<file path="config.mk">
export PLATFORM = sky130hd
export DESIGN_NAME = chp_cfg_ctrl
export DESIGN_NICKNAME = d
export VERILOG_FILES = /design/src/inc/chp_pkg.sv /design/src/chp_sync.sv /design/src/chp_div.sv /design/src/chp_cfg_ctrl.sv
export SDC_FILE = /design/constraint.sdc
export NUM_CORES = 1
export LEC_CHECK = 0
export ABC_CLOCK_PERIOD_IN_PS = 2200
export BUFFER_PORTS_ARGS = -buffer_cell sky130_fd_sc_hd__buf_2
export CORE_ASPECT_RATIO = 1.2
export CORE_MARGIN = 3
export CORE_UTILIZATION = 32
export DETAILED_ROUTE_END_ITERATION = 16
export REMOVE_ABC_BUFFERS = 1
export SLEW_MARGIN = 0
export SYNTH_ARGS = -nofsm -noshare
export SYNTH_HDL_FRONTEND = slang
export SYNTH_SLANG_ARGS = --single-unit
</file>
<file path="constraint.sdc">
create_clock -name REF_CLK -period 2.2 [get_ports REF_CLK]
set_clock_uncertainty 0.1 [all_clocks]
set_input_delay 0.33 -clock REF_CLK [delete_from_list [all_inputs] [get_ports REF_CLK]]
set_output_delay 0.33 -clock REF_CLK [all_outputs]
set_load 0.1 [all_outputs]
</file>
<file path="src/inc/chp_pkg.sv">
package chp_pkg;
  // clock and timing
  localparam int CLK_PERIOD_NS = 40;
  localparam int POR_RELEASE_NS = 5000;
  // longest time: round down, never below one cycle
  localparam int POR_CYCLES_RAW = POR_RELEASE_NS / CLK_PERIOD_NS;
  localparam int POR_CYCLES = (POR_CYCLES_RAW < 1) ? 1 : POR_CYCLES_RAW;
  localparam int INIT_CYCLES = 8;
  localparam int ERR_HOLD_CYCLES = 16;
  localparam int AS_CLK_DIV = 4;
  localparam int CNT_W = 8;
  localparam int SYNC_W = 7;
  // scheme-select codes
  localparam logic [1:0] SCHEME_AS = 2'h0;
  localparam logic [1:0] SCHEME_PS = 2'h1;
  // bit positions inside the synchroniser word
  localparam int SY_RCFG = 0;
  localparam int SY_STAT = 1;
  localparam int SY_FIN = 2;
  localparam int SY_SCLK = 3;
  localparam int SY_CS = 4;
  localparam int SY_SEL_LO = 5;
  localparam int SY_SEL_HI = 6;

  typedef enum logic [2:0] {
    ST_POR,
    ST_WAIT,
    ST_CONFIG,
    ST_RELEASE,
    ST_INIT,
    ST_USER,
    ST_RESET,
    ST_ERROR
  } chp_state_e;
endpackage : chp_pkg

</file>
<file path="src/chp_sync.sv">
module chp_sync #(
  parameter int W = 1
) (
  input wire logic clk,
  input wire logic rst,
  input wire logic [W-1:0] d,
  output logic [W-1:0] q
);
  typedef struct packed {
    logic [W-1:0] ff1;
    logic [W-1:0] ff2;
  } chp_sync_s;

  chp_sync_s s_r;
  chp_sync_s s_nxt;

  // two flip-flops, only ff2 is read
  always_comb begin
    s_nxt.ff1 = d;
    s_nxt.ff2 = s_r.ff1;
  end

  always_ff @(posedge clk) begin
    if (rst) begin
      s_r <= '0;
    end else begin
      s_r <= s_nxt;
    end
  end

  assign q = s_r.ff2;
endmodule : chp_sync

</file>
<file path="src/chp_div.sv">
module chp_div #(
  parameter int DIV = 4,
  parameter int W = 8
) (
  input wire logic clk,
  input wire logic rst,
  input wire logic en,
  output logic tick
);
  typedef struct packed {
    logic [W-1:0] cnt;
    logic tick;
  } chp_div_s;

  chp_div_s s_r;
  chp_div_s s_nxt;

  // one-cycle enable every DIV cycles while en
  always_comb begin
    s_nxt = s_r;
    s_nxt.tick = 1'b0;
    if (!en) begin
      s_nxt.cnt = '0;
    end else if (s_r.cnt == W'(DIV - 1)) begin
      s_nxt.cnt = '0;
      s_nxt.tick = 1'b1;
    end else begin
      s_nxt.cnt = s_r.cnt + W'(1);
    end
  end

  always_ff @(posedge clk) begin
    if (rst) begin
      s_r <= '0;
    end else begin
      s_r <= s_nxt;
    end
  end

  assign tick = s_r.tick;
endmodule : chp_div

</file>
<file path="src/chp_cfg_ctrl.sv">
// What this block does
// - two-bit scheme select picks active or passive serial and routes the clock pin
// - reconfig request low in user mode: drop configuration, reset, float user pins
// - reconfig request back high starts a fresh configuration cycle
// - after power-up pull status low, release within 5 us
// - configuration error: device pulls status low
// - status driven low externally during configuration or init: error state
// - after init the status line is ignored entirely
// - done line held low before and during configuration
// - release done only after error-free data, before init begins
// - sense done line high before initialising and entering user mode
// - done line pulled low after init has no effect
// - passive serial: data bit captured on rising serial clock edge
module chp_cfg_ctrl
  import chp_pkg::*;
#(
  parameter int INIT_CYC = chp_pkg::INIT_CYCLES,
  parameter int ERR_HOLD = chp_pkg::ERR_HOLD_CYCLES,
  parameter int CLK_DIV = chp_pkg::AS_CLK_DIV
) (
  input wire logic REF_CLK,
  input wire logic SYS_RST,
  input wire logic SCHEME_SELECT_HI,
  input wire logic SCHEME_SELECT_LO,
  input wire logic RECONFIG_REQUEST_N,
  input wire logic CHIP_SELECT_IN_N,
  input wire logic CFG_STATUS_N_IN,
  output logic CFG_STATUS_N_OUT,
  output logic CFG_STATUS_N_OE,
  input wire logic CFG_FINISHED_IN,
  output logic CFG_FINISHED_OUT,
  output logic CFG_FINISHED_OE,
  input wire logic CFG_SERIAL_CLOCK_IN,
  output logic CFG_SERIAL_CLOCK_OUT,
  output logic CFG_SERIAL_CLOCK_OE,
  input wire logic DATA_COMPLETE,
  input wire logic DATA_ERROR,
  output logic [1:0] ACTIVE_SCHEME,
  output logic BIT_STROBE,
  output logic USER_IO_HIZ,
  output logic USER_MODE
);
  import chp_pkg::*;

  typedef struct packed {
    chp_state_e state;
    logic [CNT_W-1:0] cnt;
    logic [1:0] scheme;
    logic clk_prev;
    logic status_oe;
    logic done_oe;
    logic cfg_serial_clock_out;
    logic cfg_serial_clock_oe;
    logic bit_strobe;
    logic io_hiz;
    logic user_mode;
  } chp_main_s;

  localparam chp_main_s RST_VAL = '{
    state: ST_POR,
    cnt: '0,
    scheme: SCHEME_AS,
    clk_prev: 1'b0,
    status_oe: 1'b1,
    done_oe: 1'b1,
    cfg_serial_clock_out: 1'b0,
    cfg_serial_clock_oe: 1'b0,
    bit_strobe: 1'b0,
    io_hiz: 1'b1,
    user_mode: 1'b0
  };

  chp_main_s s_r;
  chp_main_s s_nxt;
  logic [SYNC_W-1:0] pin_raw;
  logic [SYNC_W-1:0] pin_s;
  logic as_tick;
  logic rcfg_s;
  logic stat_s;
  logic fin_s;
  logic sclk_s;
  logic cs_n_s;
  logic [1:0] sel_s;

  assign pin_raw = {SCHEME_SELECT_HI, SCHEME_SELECT_LO, CHIP_SELECT_IN_N,
                    CFG_SERIAL_CLOCK_IN, CFG_FINISHED_IN, CFG_STATUS_N_IN,
                    RECONFIG_REQUEST_N};

  chp_sync #(
    .W(SYNC_W)
  ) u_sync (
    .clk(REF_CLK),
    .rst(SYS_RST),
    .d(pin_raw),
    .q(pin_s)
  );

  assign rcfg_s = pin_s[SY_RCFG];
  assign stat_s = pin_s[SY_STAT];
  assign fin_s = pin_s[SY_FIN];
  assign sclk_s = pin_s[SY_SCLK];
  assign cs_n_s = pin_s[SY_CS];
  assign sel_s = {pin_s[SY_SEL_HI], pin_s[SY_SEL_LO]};

  // active serial clock rate
  chp_div #(
    .DIV(CLK_DIV),
    .W(CNT_W)
  ) u_div (
    .clk(REF_CLK),
    .rst(SYS_RST),
    .en(s_r.cfg_serial_clock_oe),
    .tick(as_tick)
  );

  always_comb begin
    s_nxt = s_r;
    s_nxt.bit_strobe = 1'b0;
    s_nxt.clk_prev = sclk_s;
    case (s_r.state)
      ST_POR: begin
        if (s_r.cnt == CNT_W'(POR_CYCLES - 1)) begin
          s_nxt.state = ST_WAIT;
          s_nxt.cnt = '0;
        end else begin
          s_nxt.cnt = s_r.cnt + CNT_W'(1);
        end
      end
      ST_WAIT: begin
        // waits however long the far side holds status low
        if (stat_s && !cs_n_s) begin
          s_nxt.scheme = sel_s;
          s_nxt.cnt = '0;
          s_nxt.cfg_serial_clock_out = 1'b0;
          if (sel_s == SCHEME_AS || sel_s == SCHEME_PS) begin
            s_nxt.state = ST_CONFIG;
          end else begin
            s_nxt.state = ST_ERROR;
          end
        end
      end
      ST_CONFIG: begin
        if (s_r.scheme == SCHEME_PS) begin
          s_nxt.bit_strobe = sclk_s && !s_r.clk_prev;
        end else if (as_tick) begin
          s_nxt.cfg_serial_clock_out = !s_r.cfg_serial_clock_out;
          s_nxt.bit_strobe = !s_r.cfg_serial_clock_out;
        end
        if (DATA_ERROR) begin
          s_nxt.state = ST_ERROR;
          s_nxt.cnt = '0;
        end else if (!stat_s) begin
          s_nxt.state = ST_ERROR;
          s_nxt.cnt = '0;
        end else if (DATA_COMPLETE) begin
          s_nxt.state = ST_RELEASE;
          s_nxt.cfg_serial_clock_out = 1'b0;
        end
      end
      ST_RELEASE: begin
        if (!stat_s) begin
          s_nxt.state = ST_ERROR;
          s_nxt.cnt = '0;
        end else if (fin_s) begin
          s_nxt.state = ST_INIT;
          s_nxt.cnt = '0;
        end
      end
      ST_INIT: begin
        if (!stat_s) begin
          s_nxt.state = ST_ERROR;
          s_nxt.cnt = '0;
        end else if (s_r.cnt == CNT_W'(INIT_CYC - 1)) begin
          s_nxt.state = ST_USER;
        end else begin
          s_nxt.cnt = s_r.cnt + CNT_W'(1);
        end
      end
      ST_USER: begin
        s_nxt.state = ST_USER;
      end
      ST_RESET: begin
        if (rcfg_s) begin
          s_nxt.state = ST_POR;
          s_nxt.cnt = '0;
        end
      end
      ST_ERROR: begin
        if (s_r.cnt == CNT_W'(ERR_HOLD - 1)) begin
          s_nxt.state = ST_WAIT;
          s_nxt.cnt = '0;
        end else begin
          s_nxt.cnt = s_r.cnt + CNT_W'(1);
        end
      end
      default: begin
        s_nxt.state = ST_POR;
        s_nxt.cnt = '0;
      end
    endcase
    if (!rcfg_s && s_r.state != ST_POR) begin
      s_nxt.state = ST_RESET;
      s_nxt.cnt = '0;
      s_nxt.cfg_serial_clock_out = 1'b0;
    end
    // clock pin idles low whenever it is not driven
    if (s_nxt.state != ST_CONFIG) begin
      s_nxt.cfg_serial_clock_out = 1'b0;
    end
    s_nxt.status_oe = (s_nxt.state == ST_POR) || (s_nxt.state == ST_ERROR) ||
                      (s_nxt.state == ST_RESET);
    s_nxt.done_oe = !((s_nxt.state == ST_RELEASE) || (s_nxt.state == ST_INIT) ||
                      (s_nxt.state == ST_USER));
    s_nxt.cfg_serial_clock_oe = (s_nxt.state == ST_CONFIG) && (s_nxt.scheme == SCHEME_AS);
    s_nxt.io_hiz = (s_nxt.state != ST_USER);
    s_nxt.user_mode = (s_nxt.state == ST_USER);
  end

  always_ff @(posedge REF_CLK) begin
    if (SYS_RST) begin
      s_r <= RST_VAL;
    end else begin
      s_r <= s_nxt;
    end
  end

  // open-drain pins only ever pull low
  assign CFG_STATUS_N_OUT = 1'b0;
  assign CFG_FINISHED_OUT = 1'b0;
  assign CFG_STATUS_N_OE = s_r.status_oe;
  assign CFG_FINISHED_OE = s_r.done_oe;
  assign CFG_SERIAL_CLOCK_OUT = s_r.cfg_serial_clock_out;
  assign CFG_SERIAL_CLOCK_OE = s_r.cfg_serial_clock_oe;
  assign ACTIVE_SCHEME = s_r.scheme;
  assign BIT_STROBE = s_r.bit_strobe;
  assign USER_IO_HIZ = s_r.io_hiz;
  assign USER_MODE = s_r.user_mode;

  localparam int POR_BOUND = 130;
endmodule : chp_cfg_ctrl

</file>
=== Word level (Yosys, flattened, before mapping) ===
Cells that the tools add are included.

* Bits in registers: 44
* Bits in latches: 0
* Memory bits (writable): 0
* ROM bits: 0
* Word-level logic and storage cells: 103
* Memories: 0

* $add $sub $neg: 2
* $mul: 0
* Divide/modulo/power cells: 0
* $lt $le $gt $ge: 0
* Equality and inequality tests: 26
* Shift operators: 0
* Multiplexer cells: 30
* Bitwise operators: 2
* Reduce and logical (&&, ||, !) cells: 28

{| class="wikitable"
|+ Operators with widths
! cell !! number
|-
| 2-to-1 mux 11 bit || 6
|-
| one-hot mux 8 bit (7 select lines) || 1
|-
| 2-to-1 mux 8 bit || 4
|-
| equality test 3 bit (second input constant) || 8
|-
| one-hot mux 3 bit (8 select lines) || 1
|-
| 2-to-1 mux 3 bit || 6
|-
| adder 8 x 1 -> 8 bit (second input constant) || 2
|-
| 2-to-1 mux 13 bit || 1
|-
| equality test 3 x 2 -> 1 bit (second input constant) || 4
|-
| 2-to-1 mux 1 bit || 9
|-
| != test 3 bit (second input constant) || 3
|-
| equality test 8 x 2 -> 1 bit (second input constant) || 1
|-
| equality test 8 x 3 -> 1 bit (second input constant) || 1
|-
| equality test 8 x 4 -> 1 bit (second input constant) || 1
|-
| equality test 8 x 7 -> 1 bit (second input constant) || 1
|-
| nonzero test 7 bit || 1
|-
| zero test 3 bit || 2
|-
| != test 3 x 2 -> 1 bit (second input constant) || 2
|-
| AND reduction 6 bit || 1
|-
| OR reduction 2 bit || 3
|-
| OR reduction 3 bit || 2
|-
| zero test 1 bit || 5
|-
| logical OR 1 bit || 5
|-
| equality test 2 x 1 -> 1 bit (second input constant) || 2
|-
| other kinds (11) || 16
|}

=== Depth between registers and ports, before layout ===
Gate-level depths: netlist of the first run.

* Word-level depth: 10
* Gate-level depth with buffers: 7
* Depth with buffers taken out: 7

=== By module ===
Synthesis of the first run repeated with hierarchy kept, for this count alone.

* Cells, all modules: 229
* Area, all modules: 2,108.3 µm²

{| class="wikitable"
|+ By module, submodules not included
! module !! instances !! cells each !! area an instance (µm²) !! seq. area each (µm²)
|-
| chp_cfg_ctrl || 1 || 160 || 1,336.3 || 420.4
|-
| chp_sync || 1 || 29 || 407.9 || 280.3
|-
| chp_div || 1 || 40 || 364.1 || 180.2
|}

=== Worst setup path before layout of the first run ===
Ideal clock, no wire load.

* Path kind: register to register
* Start: reg s_r (netlist bit CFG_SERIAL_CLOCK_OUT)
* End: reg s_r (netlist bit CFG_SERIAL_CLOCK_OUT)
* Setup time: 112 ps
* Arrival: 1,874 ps
* Data required time: 1,988 ps
* Slack: 114 ps
* Cell stages (with the launch flop): 6
* Period minus slack after synthesis: 2,086 ps
* Path through: dfxtp_1 inv_1 ha_1 a21oi_1 o211ai_1 a2111oi_1

* Cells in the longest elaborated chain, start to end: 7

{| class="wikitable"
|+ Ends and longest elaborated chain
! what !! line !! RTL
|-
| start, declared || chp_cfg_ctrl.sv:73 || <nowiki>chp_main_s s_r;</nowiki>
|-
| start signal, assigned || chp_cfg_ctrl.sv:223 || <nowiki>s_r <= s_nxt;</nowiki>
|-
| zero test 1 bit || chp_cfg_ctrl.sv:146 || <nowiki>s_nxt.cfg_serial_clock_out = !s_r.cfg_serial_clock_out;</nowiki>
|-
| 2-to-1 mux 1 bit || chp_cfg_ctrl.sv:145 || <nowiki>end else if (as_tick) begin</nowiki>
|-
| 2-to-1 mux 1 bit * || chp_cfg_ctrl.sv:143 || <nowiki>if (s_r.scheme == SCHEME_PS) begin</nowiki>
|-
| 2-to-1 mux 1 bit || chp_cfg_ctrl.sv:155 || <nowiki>end else if (DATA_COMPLETE) begin</nowiki>
|-
| 2-to-1 mux 1 bit || chp_cfg_ctrl.sv:152 || <nowiki>end else if (!stat_s) begin</nowiki>
|-
| 2-to-1 mux 1 bit * || chp_cfg_ctrl.sv:149 || <nowiki>if (DATA_ERROR) begin</nowiki>
|-
| one-hot mux 1 bit (2 select lines) * || chp_cfg_ctrl.sv:120 || <nowiki>case (s_r.state)</nowiki>
|}

Every way passes the cells marked *; elsewhere a longest branch is shown, timed or not.
A chain may end at the register's enable or synchronous reset.

=== Worst setup path in the final report of the first run ===
* Start: reg s_r[14] in the netlist's numbering
* End: reg s_r[17] in the netlist's numbering

* Cells in the longest elaborated chain, start to end: 4
* Elaborated cells on any way between the ends: 11
* Classes of those cells: 1 x add/sub; 4 x eq/ne; 5 x mux; 1 x reduce/logical

{| class="wikitable"
|+ Ends and longest elaborated chain
! what !! line !! RTL
|-
| adder 8 x 1 -> 8 bit || chp_cfg_ctrl.sv:126, chp_cfg_ctrl.sv:176, chp_cfg_ctrl.sv:193 ||
|-
| 2-to-1 mux 8 bit || chp_cfg_ctrl.sv:173 || <nowiki>end else if (s_r.cnt == CNT_W'(INIT_CYC - 1)) begin</nowiki>
|-
| 2-to-1 mux 11 bit || chp_cfg_ctrl.sv:170 || <nowiki>if (!stat_s) begin</nowiki>
|-
| one-hot mux 8 bit (7 select lines) || chp_cfg_ctrl.sv:120 ||
|}

Several ways; a longest one is shown, not always the timed one. The select of a mux whose other input is x is not followed.

==> results.yml, run 1 <==
synthesis:
  ys_seq_elements: 44
  netlist_instances: 224
  synthesis.area_mm2: 0.00215
  async_reset_ff_share_pct: 0
  synth_warnings: 0
  primary_ff_master_synth: "sky130_fd_sc_hd__dfxtp_1"
  sequential_fraction_of_the_synthesis_area_pct: 40.9
  synth_enable_flop_cells: 0
  post_synth_num_cell_types: 59
  syn_avg_cell_area_um2: 9.61
placed_design:
  numPlacedInstances: 328
  total_cell_area_at_the_placement_stage_mm2: 0.00236
  detailed_place_hpwl_um: 3330
  place_congestion: 0.794
  dpl_worst_slack_ps: 183
  port_buffers: 19
worst_setup_path:
  critical_path_required_ps: 2340
  slowest_delay_ps: 600
  critical_path_capture_point_type: "flip-flop"
  critical_path_buf_inv_count: 1
  crit_chain: "or4_4, nor4_4, nor4b_4, buf_4, a31o_1, a21oi_2"
  worstReg2RegEnd: "s_r[17]$_SDFFE_PP0P_"
  timing.reg2reg.worst_path_depth: 6
  reg2reg_slack_ps: 160
  crit_slowest_cell: "sky130_fd_sc_hd__or4_4"
  arrival_ps: 2180
  critical_path.max_fanout: 6
  critPathTopFamily: "simple AND/OR/NAND/NOR gates"
  timing.rr.start: "s_r[14]$_SDFFE_PP0P_"
  crit_path_start_kind: "flip-flop"
  critPathKind: "reg -> reg"
layout:
  area_growth_pct: 15.5
  num-fill-cells: 688
  highest_count_cells_in_the_layout_ignoring_fill_and_taps: "sky130_fd_sc_hd__dfxtp_1 (44), sky130_fd_sc_hd__nor2_1 (21), sky130_fd_sc_hd__buf_2 (19), sky130_fd_sc_hd__nor2b_1 (17), sky130_fd_sc_hd__nand3_1 (15)"
  nNetsFinal: 265
  insertedDiodeCount: 0
  fraction_of_final_layout_cells_with_drive_strength_greater_than_1_pct: 20.7
  layout_commonest_cell: "sky130_fd_sc_hd__dfxtp_1"
  postLayoutCellArea_mm2: 0.00248
  fin_cells: 336
power_and_ir_drop:
  pwr_density_cell_mw_per_mm2: 782
  leakage_dissipation_nw: 0.906
  peakVddDrop_v: 0.000437
clocking:
  cts_htree_levels: 2
  cts_root_buffer: "sky130_fd_sc_hd__clkbuf_8"
  cts-buffers-inserted: 5
  cts.repair_timing.setup_buffer_count: 0
  clkLatencyLatePin_ps: 300
  cts_tree: "done"
  cts_resized: 0
  cts_hold_buffers: 0
  clock_sinks: 44
  path_clk_slew_ps: 80
  clock_tree.buffer_depth: 2
sta:
  timing.final.hold_violations: 0
  max_freq_ghz: 0.490
  min_period_ps: 2040
  layout_setup_ws_ps: 158
  rsz0062_at_grt: "no"
  final_number_of_max_transition_violations: 0
  layout_worst_path_cycle_share_pct: 92.8
  final_setup_violation_count: 0
  finalSetupTns_ps: 0
floorplan:
  initial_utilization_pct: 33.2
  die_width_um: 80.9
  io_pins: 22
  coreArea_mm2: 0.00649
  die-area_mm2: 0.00775
  die_height_um: 95.8
  placement_rows: 32
min_path:
  worst_hold_startpoint: "SCHEME_SELECT_HI"
  worstHoldPathCells: 2
  min-delay-path-class: "in -> reg"
  min_to: "u_sync.s_nxt[6]$_SDFF_PP0_"
status:
  outcome: "finished clean"
drt:
  drt_pre_antenna_iters: 4
  route.final.wire_length_um: 4370
  post_drt_wl_per_cell_um: 13.0
  route.detailed.drc: 0
  drtIter0Drc: 53
  vias: 1657
  final_antenna_net_count: 0
  average_via_count_per_standard_cell: 4.93
global_route:
  track_usage_pct: 12.3
  grt_max_degree: 25
  grt_first_pass_wirelength_um: 7400
  globalRoute.totalOverflow: 0
  antenna_found_initial: 0
  first_global_vias: 1616
flow_run:
  drv_cap: 0
-- worst max path at each step --
stage	slack (ps)	cells after the start	from	to
after floorplan	110	5	CFG_SERIAL_CLOCK_OUT$_SDFFE_PP0P_	CFG_SERIAL_CLOCK_OUT$_SDFFE_PP0P_
after global placement	210	6	s_r[14]$_SDFFE_PP0P_	s_r[17]$_SDFFE_PP0P_
after detailed placement	180	6	s_r[14]$_SDFFE_PP0P_	s_r[17]$_SDFFE_PP0P_
after CTS	160	6	s_r[14]$_SDFFE_PP0P_	s_r[17]$_SDFFE_PP0P_
after global routing	70	5	s_r[14]$_SDFFE_PP0P_	CFG_STATUS_N_OE$_SDFF_PP1_
final	160	6	s_r[14]$_SDFFE_PP0P_	s_r[17]$_SDFFE_PP0P_
-- stage by stage --
step / util, % / total power [mW] / hold WS, ps
after CTS: 38.3 / 1.97 / 132
after global routing: 38.3 / 2.04 / 150
after detailed placement: 36.4 / 1.32 / 326
final: 38.3 / 1.94 / 140
after floorplan: - / 1.20 / 299
after global placement: 36.4 / 1.31 / 320
-- worst reg2reg max path, stage by stage (launching register included) --
cell                      delay (ps)
sky130_fd_sc_hd__dfxtp_1         360
sky130_fd_sc_hd__or4_4           600
sky130_fd_sc_hd__nor4_4          350
sky130_fd_sc_hd__nor4b_4          90
sky130_fd_sc_hd__buf_4           180
sky130_fd_sc_hd__a31o_1          220
sky130_fd_sc_hd__a21oi_2         100
-- layer usage --
layer  global-route usage [%]  up-vias  routed length [µm]
li1                         -      849                   -
met1                     14.4      779                1960
met2                     20.9       23                2180
met3                     2.90        6                 150
met4                     6.06        0                  72
met5                        0        -                   0
-- final cells by class --
type	count	area, µm²	area share, %
inverters	8	30.0	1.21
flip-flops and latches	44	881	35.4
well taps	85	106	4.28
repair buffers	29	170	6.85
clock inverters	2	38.8	1.56
clock buffers	6	82.6	3.32
multi-input cells	162	1180	47.3
-- where the power goes --
| part | switching [mW] | leakage (nW) | total (mW) | internal, mW |
|---|---|---|---|---|
| clock | 0.276 | 0.0614 | 0.647 | 0.371 |
| sequential | 0.0423 | 0.359 | 0.874 | 0.832 |
| combinational | 0.258 | 0.486 | 0.421 | 0.162 |
-- Yosys cell counts (all sizes together), types with 2 or more instances --
cell type  count  area, µm²
nand3b         2       15.0
a21o           2       15.0
o211ai         2       15.0
ha             4       50.1
a21oi          9       52.6
nor2          22       90.1
o21ai          4       20.0
nand3         15       75.1
a31o           2       17.5
mux2i          2       20.0
xnor2          6       52.6
o211a          3       37.5
clkbuf         2       7.51
a31oi          3       33.8
nand4bb        2       22.5
xor2           5       43.8
nor3b          5       37.5
dfxtp         44        881
nand4          3       18.8
nor3           6       41.3
inv            8       30.0
buf            9       61.3
nor2b         17        106
nor4b          2       32.5
and2           4       25.0
o32ai          2       36.3
nand2          9       33.8
a2111oi        2       37.5
nand2b         4       32.5
nor4           6       52.6
and3           3       18.8
-- kinds of logic (layout without fill, tap and decap cells) --
family,Yosys count,count (layout),synth area share [%]
AND/OR/NAND/NOR,105,105,30.1
flip-flops,44,44,40.9
AO/OA/AOI/OAI,37,37,16.0
buffers and inverters,19,45,4.59
XOR/XNOR,11,11,4.48
adder cells (fa/ha/maj),5,5,2.79
multiplexers,2,2,0.930
other,1,2,0.174
-- sequential cells by signal, summed over array words and instances, names as in the netlist --
| name | count |
|---|---|
| CFG_FINISHED_OE | 1 |
| s_r | 12 |
| BIT_STROBE | 1 |
| USER_MODE | 1 |
| u_sync.s_nxt | 7 |
| CFG_SERIAL_CLOCK_OUT | 1 |
| CFG_STATUS_N_OE | 1 |
| u_sync.q | 7 |
| u_div.s_r | 8 |
| CFG_SERIAL_CLOCK_OE | 1 |
| u_div.tick | 1 |
| USER_IO_HIZ | 1 |
| ACTIVE_SCHEME | 2 |
Note: power is estimated with default switching activity, not from simulation.
==> run 2, diff against run 1 <==
--- a/config.mk
+++ b/config.mk
@@ -8,8 +8,8 @@
 export ABC_CLOCK_PERIOD_IN_PS = 2200
 export BUFFER_PORTS_ARGS = -buffer_cell sky130_fd_sc_hd__buf_2
 export CORE_ASPECT_RATIO = 1.2
-export CORE_MARGIN = 3
-export CORE_UTILIZATION = 32
+export CORE_MARGIN = 4
+export CORE_UTILIZATION = 35
 export DETAILED_ROUTE_END_ITERATION = 16
 export REMOVE_ABC_BUFFERS = 1
 export SLEW_MARGIN = 0
==> run 2 against run 1 <==
Effect of this change:
- clock power rose by 31%
- die area fell by 3.6%
- combinational power rose by 1%
- total power up 10%
- global-route usage is 0.15 points higher
- largest cell class unchanged
==> results.yml, run 2 (synthesized netlist as in run 1, its figures left out) <==
status:
  outcome: "finished clean"
drt:
  drtIter0Drc: 62
  drt_pre_antenna_iters: 5
  route.detailed.drc: 0
  vias: 1641
  final_antenna_net_count: 0
  route.final.wire_length_um: 4390
  post_drt_wl_per_cell_um: 13.1
  average_via_count_per_standard_cell: 4.90
clocking:
  cts_tree: "done"
  cts_htree_levels: 2
  clkLatencyLatePin_ps: 290
  cts_root_buffer: "sky130_fd_sc_hd__clkbuf_8"
  cts-buffers-inserted: 5
  cts_hold_buffers: 0
  clock_tree.buffer_depth: 2
  path_clk_slew_ps: 90
  clock_sinks: 44
power_and_ir_drop:
  netSwitchingFraction_pct: 27.1
  cell_internal_pwr_mw: 1.56
  pwr_density_cell_mw_per_mm2: 844
  power.switching_mw: 0.581
  combinational_cell_fraction_of_total_power_pct: 19.9
  p_seq_share_pct: 40.6
  leakage_dissipation_nw: 0.934
  peakVddDrop_v: 0.000447
  finalPower_mw: 2.14
  power.clock.fraction_pct: 39.5
floorplan:
  coreArea_mm2: 0.00601
  placement_rows: 31
  io_pins: 22
  die_height_um: 93.9
  initial_utilization_pct: 35.8
  die-area_mm2: 0.00747
  die_width_um: 79.6
sta:
  timing.final.hold_violations: 0
  finalSetupTns_ps: 0
  max_freq_ghz: 0.489
  final_number_of_max_transition_violations: 0
  layout_worst_path_cycle_share_pct: 93.0
  rsz0062_at_grt: "no"
  min_period_ps: 2050
  final_setup_violation_count: 0
layout:
  layout_commonest_cell: "sky130_fd_sc_hd__dfxtp_1"
  largestRegisters: "s_r x12, u_div.s_r x8"
  area_growth_pct: 18.0
  highest_count_cells_in_the_layout_ignoring_fill_and_taps: "sky130_fd_sc_hd__dfxtp_1 (44), sky130_fd_sc_hd__nor2_1 (21), sky130_fd_sc_hd__buf_2 (19), sky130_fd_sc_hd__nor2b_1 (17), sky130_fd_sc_hd__nand3_1 (15)"
  utilization_after_layout_pct: 42.2
  postLayoutCellArea_mm2: 0.00254
  regMostFlops: "s_r"
  nNetsFinal: 267
  fraction_of_final_layout_cells_with_drive_strength_greater_than_1_pct: 21.7
  insertedDiodeCount: 0
  flip_flop_count_of_the_largest_register_all_copies_and_words_added: 12
placed_design:
  port_buffers: 19
  place_congestion: 0.828
  detailed_place_hpwl_um: 3340
  total_cell_area_at_the_placement_stage_mm2: 0.00237
flow_run:
  drv_cap: 0
global_route:
  first_global_vias: 1621
  track_usage_pct: 12.4
  grt_first_pass_wirelength_um: 7370
  antenna_found_initial: 0
  globalRoute.totalOverflow: 0
  grt_max_degree: 25
worst_setup_path:
  critical_path_required_ps: 2330
  critPathKind: "reg -> reg"
  crit_path_start_kind: "flip-flop"
  critical_path_capture_point_type: "flip-flop"
  arrival_ps: 2180
  critical_path.max_fanout: 6
min_path:
  min-delay-path-class: "in -> reg"
run 2: cell types whose count changed in the layout (fill, tap and decap cells not counted):
| cell | before | now |
|---|---|---|
| sky130_fd_sc_hd__buf_4 | 10 | 12 |
| sky130_fd_sc_hd__clkbuf_8 | 6 | 5 |
| sky130_fd_sc_hd__clkinv_4 | 1 | 0 |
| sky130_fd_sc_hd__o31ai_2 | 0 | 1 |
| sky130_fd_sc_hd__o31ai_1 | 1 | 0 |
| sky130_fd_sc_hd__bufinv_16 | 1 | 3 |
run 2: worst paths after layout:
kind,slack (ps),start,cells after the start,end
setup / recovery,150,s_r[14]$_SDFFE_PP0P_,6,s_r[17]$_SDFFE_PP0P_
hold / removal,140,CFG_STATUS_N_IN,2,u_sync.s_nxt[1]$_SDFF_PP0_
setup reg to reg,150,s_r[14]$_SDFFE_PP0P_,6,s_r[17]$_SDFFE_PP0P_
hold reg to reg,340,u_sync.s_nxt[5]$_SDFF_PP0_,1,u_sync.q[5]$_SDFF_PP0_
run 2: metal layers:
layer  global-route usage [%]  part of all wire (%)
met1                     14.0                    45
met2                     22.6                    52
met3                     2.59                   2.5
met4                     4.58                  0.77
met5                        0                     0
run 2: cell type report:
cell class                 instances  area, µm²
fill                             596       3470
clock buffer                       5       68.8
clock inverter                     3       90.1
sequential                        44        881
tap                               82        103
timing repair buffer              31        185
inverter                           8       30.0
multi-input combinational        162       1180
run 2: metrics by stage:
step,worst slack [ps],cells,hold slack [ps]
after CTS,129,335,131
after global placement,192,327,318
final,155,335,142
after detailed placement,166,327,330
after floorplan,112,214,299
after global routing,30.6,335,146
run 2: worst max-delay path, cell delays in order (launching register included):
cell and delay [ps]:
sky130_fd_sc_hd__dfxtp_1 360, sky130_fd_sc_hd__or4_4 600, sky130_fd_sc_hd__nor4_4 350, sky130_fd_sc_hd__nor4b_4 90, sky130_fd_sc_hd__buf_4 180, sky130_fd_sc_hd__a31o_1 210, sky130_fd_sc_hd__a21oi_2 100
run 2: power groups by stage:
stage / Clock [mW] / Sequential [mW] / Combinational (mW)
after global routing: 0.908 / 0.876 / 0.460
after floorplan: 0 / 0.962 / 0.241
after global placement: 0 / 0.888 / 0.425
after detailed placement: 0 / 0.889 / 0.428
after CTS: 0.876 / 0.871 / 0.430
final: 0.847 / 0.870 / 0.426
run 2: what timing repair did:
item,in CTS,in global routing
setup buffers,0,0
resized for setup,0,1
setup endpoints to repair,0,1
==> run 3, diff against run 2 <==
--- a/config.mk
+++ b/config.mk
@@ -5,6 +5,7 @@
 export SDC_FILE = /design/constraint.sdc
 export NUM_CORES = 1
 export LEC_CHECK = 0
+export ABC_AREA = 1
 export ABC_CLOCK_PERIOD_IN_PS = 2200
 export BUFFER_PORTS_ARGS = -buffer_cell sky130_fd_sc_hd__buf_2
 export CORE_ASPECT_RATIO = 1.2
@@ -12,7 +13,6 @@
 export CORE_UTILIZATION = 35
 export DETAILED_ROUTE_END_ITERATION = 16
 export REMOVE_ABC_BUFFERS = 1
-export SLEW_MARGIN = 0
 export SYNTH_ARGS = -nofsm -noshare
 export SYNTH_HDL_FRONTEND = slang
 export SYNTH_SLANG_ARGS = --single-unit
==> run 3 against run 2 <==
Effect of this change:
- clock-buffer cell count stayed put
- global-route usage is 0.24 points lower
- design area is 4.1% lower
- routed wire length is 3.3% lower
- sequential cell count stayed put
- largest cell class unchanged
- highest routed layer unchanged
==> results.yml, run 3 <==
clocking:
  clkLatencyLatePin_ps: 290
  cts_root_buffer: "sky130_fd_sc_hd__clkbuf_8"
  cts_hold_buffers: 0
  cts-buffers-inserted: 5
  cts.repair_timing.setup_buffer_count: 0
  path_clk_slew_ps: 90
  cts_resized: 0
  clock_tree.buffer_depth: 2
  cts_htree_levels: 2
  clock_sinks: 44
  cts_tree: "done"
sta:
  timing.final.hold_violations: 0
  worst_slew_pin_slew_ps: 556
  finalSetupTns_ps: 0
  max_freq_ghz: 0.501
  final_setup_violation_count: 0
  rsz0062_at_grt: "no"
  layout_worst_path_cycle_share_pct: 90.8
  min_period_ps: 2000
  final_number_of_max_transition_violations: 0
  timing.slew.headroom_pct: 62.6
drt:
  route.detailed.drc: 0
  average_via_count_per_standard_cell: 4.66
  drt_pre_antenna_iters: 4
  drtIter0Drc: 85
  route.final.wire_length_um: 4240
  post_drt_wl_per_cell_um: 10.3
  vias: 1925
  final_antenna_net_count: 0
global_route:
  grt_max_degree: 26
  track_usage_pct: 12.2
  grt_first_pass_wirelength_um: 7530
  globalRoute.totalOverflow: 0
  antenna_found_initial: 0
  first_global_vias: 1811
synthesis:
  sequential_fraction_of_the_synthesis_area_pct: 40.1
  synth_warnings: 0
  post_synth_num_cell_types: 33
  netlist_instances: 316
  post-synth-top-count-cell: "sky130_fd_sc_hd__nand2_1"
  synth_enable_flop_cells: 0
  ys_seq_elements: 44
  synthTopCellsByArea: "sky130_fd_sc_hd__dfxtp_1 (40%), sky130_fd_sc_hd__nand2_1 (10%), sky130_fd_sc_hd__nor2_1 (9.1%), sky130_fd_sc_hd__inv_1 (7.2%), sky130_fd_sc_hd__nand3_1 (6.6%)"
  synthesis.area_mm2: 0.00220
  primary_ff_master_synth: "sky130_fd_sc_hd__dfxtp_1"
  syn_avg_cell_area_um2: 6.95
  yosysTopAreaCellShare_pct: 40.1
  ys_top_cells_by_count: "sky130_fd_sc_hd__nand2_1 (59), sky130_fd_sc_hd__nor2_1 (53), sky130_fd_sc_hd__dfxtp_1 (44)"
  async_reset_ff_share_pct: 0
  netlist.top_cell.by_area: "sky130_fd_sc_hd__dfxtp_1"
layout:
  area_growth_pct: 10.8
  layout_commonest_cell: "sky130_fd_sc_hd__nand2_1"
  fin_cells: 413
  insertedDiodeCount: 0
  num-fill-cells: 656
  regMostFlops: "s_r"
  fraction_of_final_layout_cells_with_drive_strength_greater_than_1_pct: 16.6
  flip_flop_count_of_the_largest_register_all_copies_and_words_added: 12
  highest_count_cells_in_the_layout_ignoring_fill_and_taps: "sky130_fd_sc_hd__nand2_1 (59), sky130_fd_sc_hd__nor2_1 (53), sky130_fd_sc_hd__dfxtp_1 (44), sky130_fd_sc_hd__inv_1 (42), sky130_fd_sc_hd__nand3_1 (29)"
  postLayoutCellArea_mm2: 0.00243
  nNetsFinal: 346
  largestRegisters: "s_r x12, u_div.s_r x8"
floorplan:
  die-area_mm2: 0.00761
  die_height_um: 94.8
  die_width_um: 80.3
  placement_rows: 31
  io_pins: 22
  initial_utilization_pct: 36.3
  coreArea_mm2: 0.00605
power_and_ir_drop:
  peakVddDrop_v: 0.000725
  leakage_dissipation_nw: 1.05
  pwr_density_cell_mw_per_mm2: 1060
min_path:
  min-delay-path-class: "in -> reg"
worst_setup_path:
  slowest_delay_ps: 590
  crit_slowest_cell: "sky130_fd_sc_hd__dfxtp_1"
  critical_path_required_ps: 2280
  critical_path_buf_inv_count: 1
  crit_path_frequent_cell: "sky130_fd_sc_hd__nand2_1"
  critPathKind: "reg -> reg"
  arrival_ps: 2080
  critical_path_capture_point_type: "flip-flop"
  critical_path.max_fanout: 11
  crit_chain: "nor2_1, nand2_1, nand2_1, nor2_2, inv_2, nor2_2, nand2_1, nand2_1, nor2_1"
  crit_path_start_kind: "flip-flop"
  critPathTopFamily: "simple AND/OR/NAND/NOR gates"
placed_design:
  detailed_place_hpwl_um: 3270
  numPlacedInstances: 406
  total_cell_area_at_the_placement_stage_mm2: 0.00230
  place_congestion: 0.840
  port_buffers: 19
flow_run:
  drv_cap: 0
status:
  outcome: "finished clean"
## run 3: changes by cell type in the layout (fill, tap and decap cells not counted), sizes merged, moves of 5 or more
cell,before,now
a21oi,9,14
buf,31,19
inv,8,51
nand2,9,64
nand3,15,30
nor2,22,61
nor2b,17,0
xnor2,6,0
xor2,5,0
## run 3: cell type report
| cell class | instances | area [µm²] | area share, % |
|---|---|---|---|
| multi-input combinational | 210 | 1030 | 42.4 |
| sequential | 44 | 881 | 36.2 |
| inverter | 51 | 194 | 7.97 |
| timing repair buffer | 19 | 95.1 | 3.91 |
| clock buffer | 5 | 68.8 | 2.83 |
| tap | 82 | 103 | 4.22 |
| clock inverter | 2 | 60.1 | 2.47 |
## run 3: cell families after synthesis
| logic type | share of synthesized area (%) |
|---|---|
| simple gates | 37.2 |
| buf+inv | 13.1 |
| flops | 40.1 |
| compound gates | 6.72 |
| fa+ha+maj | 2.28 |
| mux | 0.456 |
| other cells | 0.171 |
## run 3: power breakdown
group	switching, mW	internal, mW
clock network	0.269	0.447
logic	0.673	0.240
registers	0.0905	0.867
total	1.03	1.55
## run 3: per-stage QoR
step           hold WS (ps)  power, mW  utilization [%]  setup slack [ps]
2_1_floorplan           288       1.70                -               218
3_3_place_gp            292       1.88             38.1               303
3_5_place_dp            294       1.89             38.1               240
4_1_cts                 125       2.61             40.2               239
5_1_grt                 141       2.75             40.2              25.2
6_report                133       2.59             40.2               202
## run 3: worst paths after layout
kind | start | end | slack, ps | cells after the start
setup / recovery | s_r[19]$_SDFF_PP0_ | s_r[14]$_SDFFE_PP0P_ | 200 | 9
setup reg to reg | s_r[19]$_SDFF_PP0_ | s_r[14]$_SDFFE_PP0P_ | 200 | 9
hold / removal | CFG_FINISHED_IN | u_sync.s_nxt[2]$_SDFF_PP0_ | 130 | 3
hold reg to reg | u_sync.s_nxt[4]$_SDFF_PP0_ | u_sync.q[4]$_SDFF_PP0_ | 300 | 2
## run 3: routing by layer
layer	vias to the layer above	global-route usage [%]	routed length [µm]
met5	-	0	0
met4	0	3.80	48
met3	7	2.96	156
met2	35	21.6	2100
met1	870	14.4	1930
li1	1013	-	-
## run 3: tightest hold or removal path, cell delays in order
cell and delay, ps:
sky130_fd_sc_hd__buf_2 70, sky130_fd_sc_hd__inv_1 30, sky130_fd_sc_hd__nor2_1 60
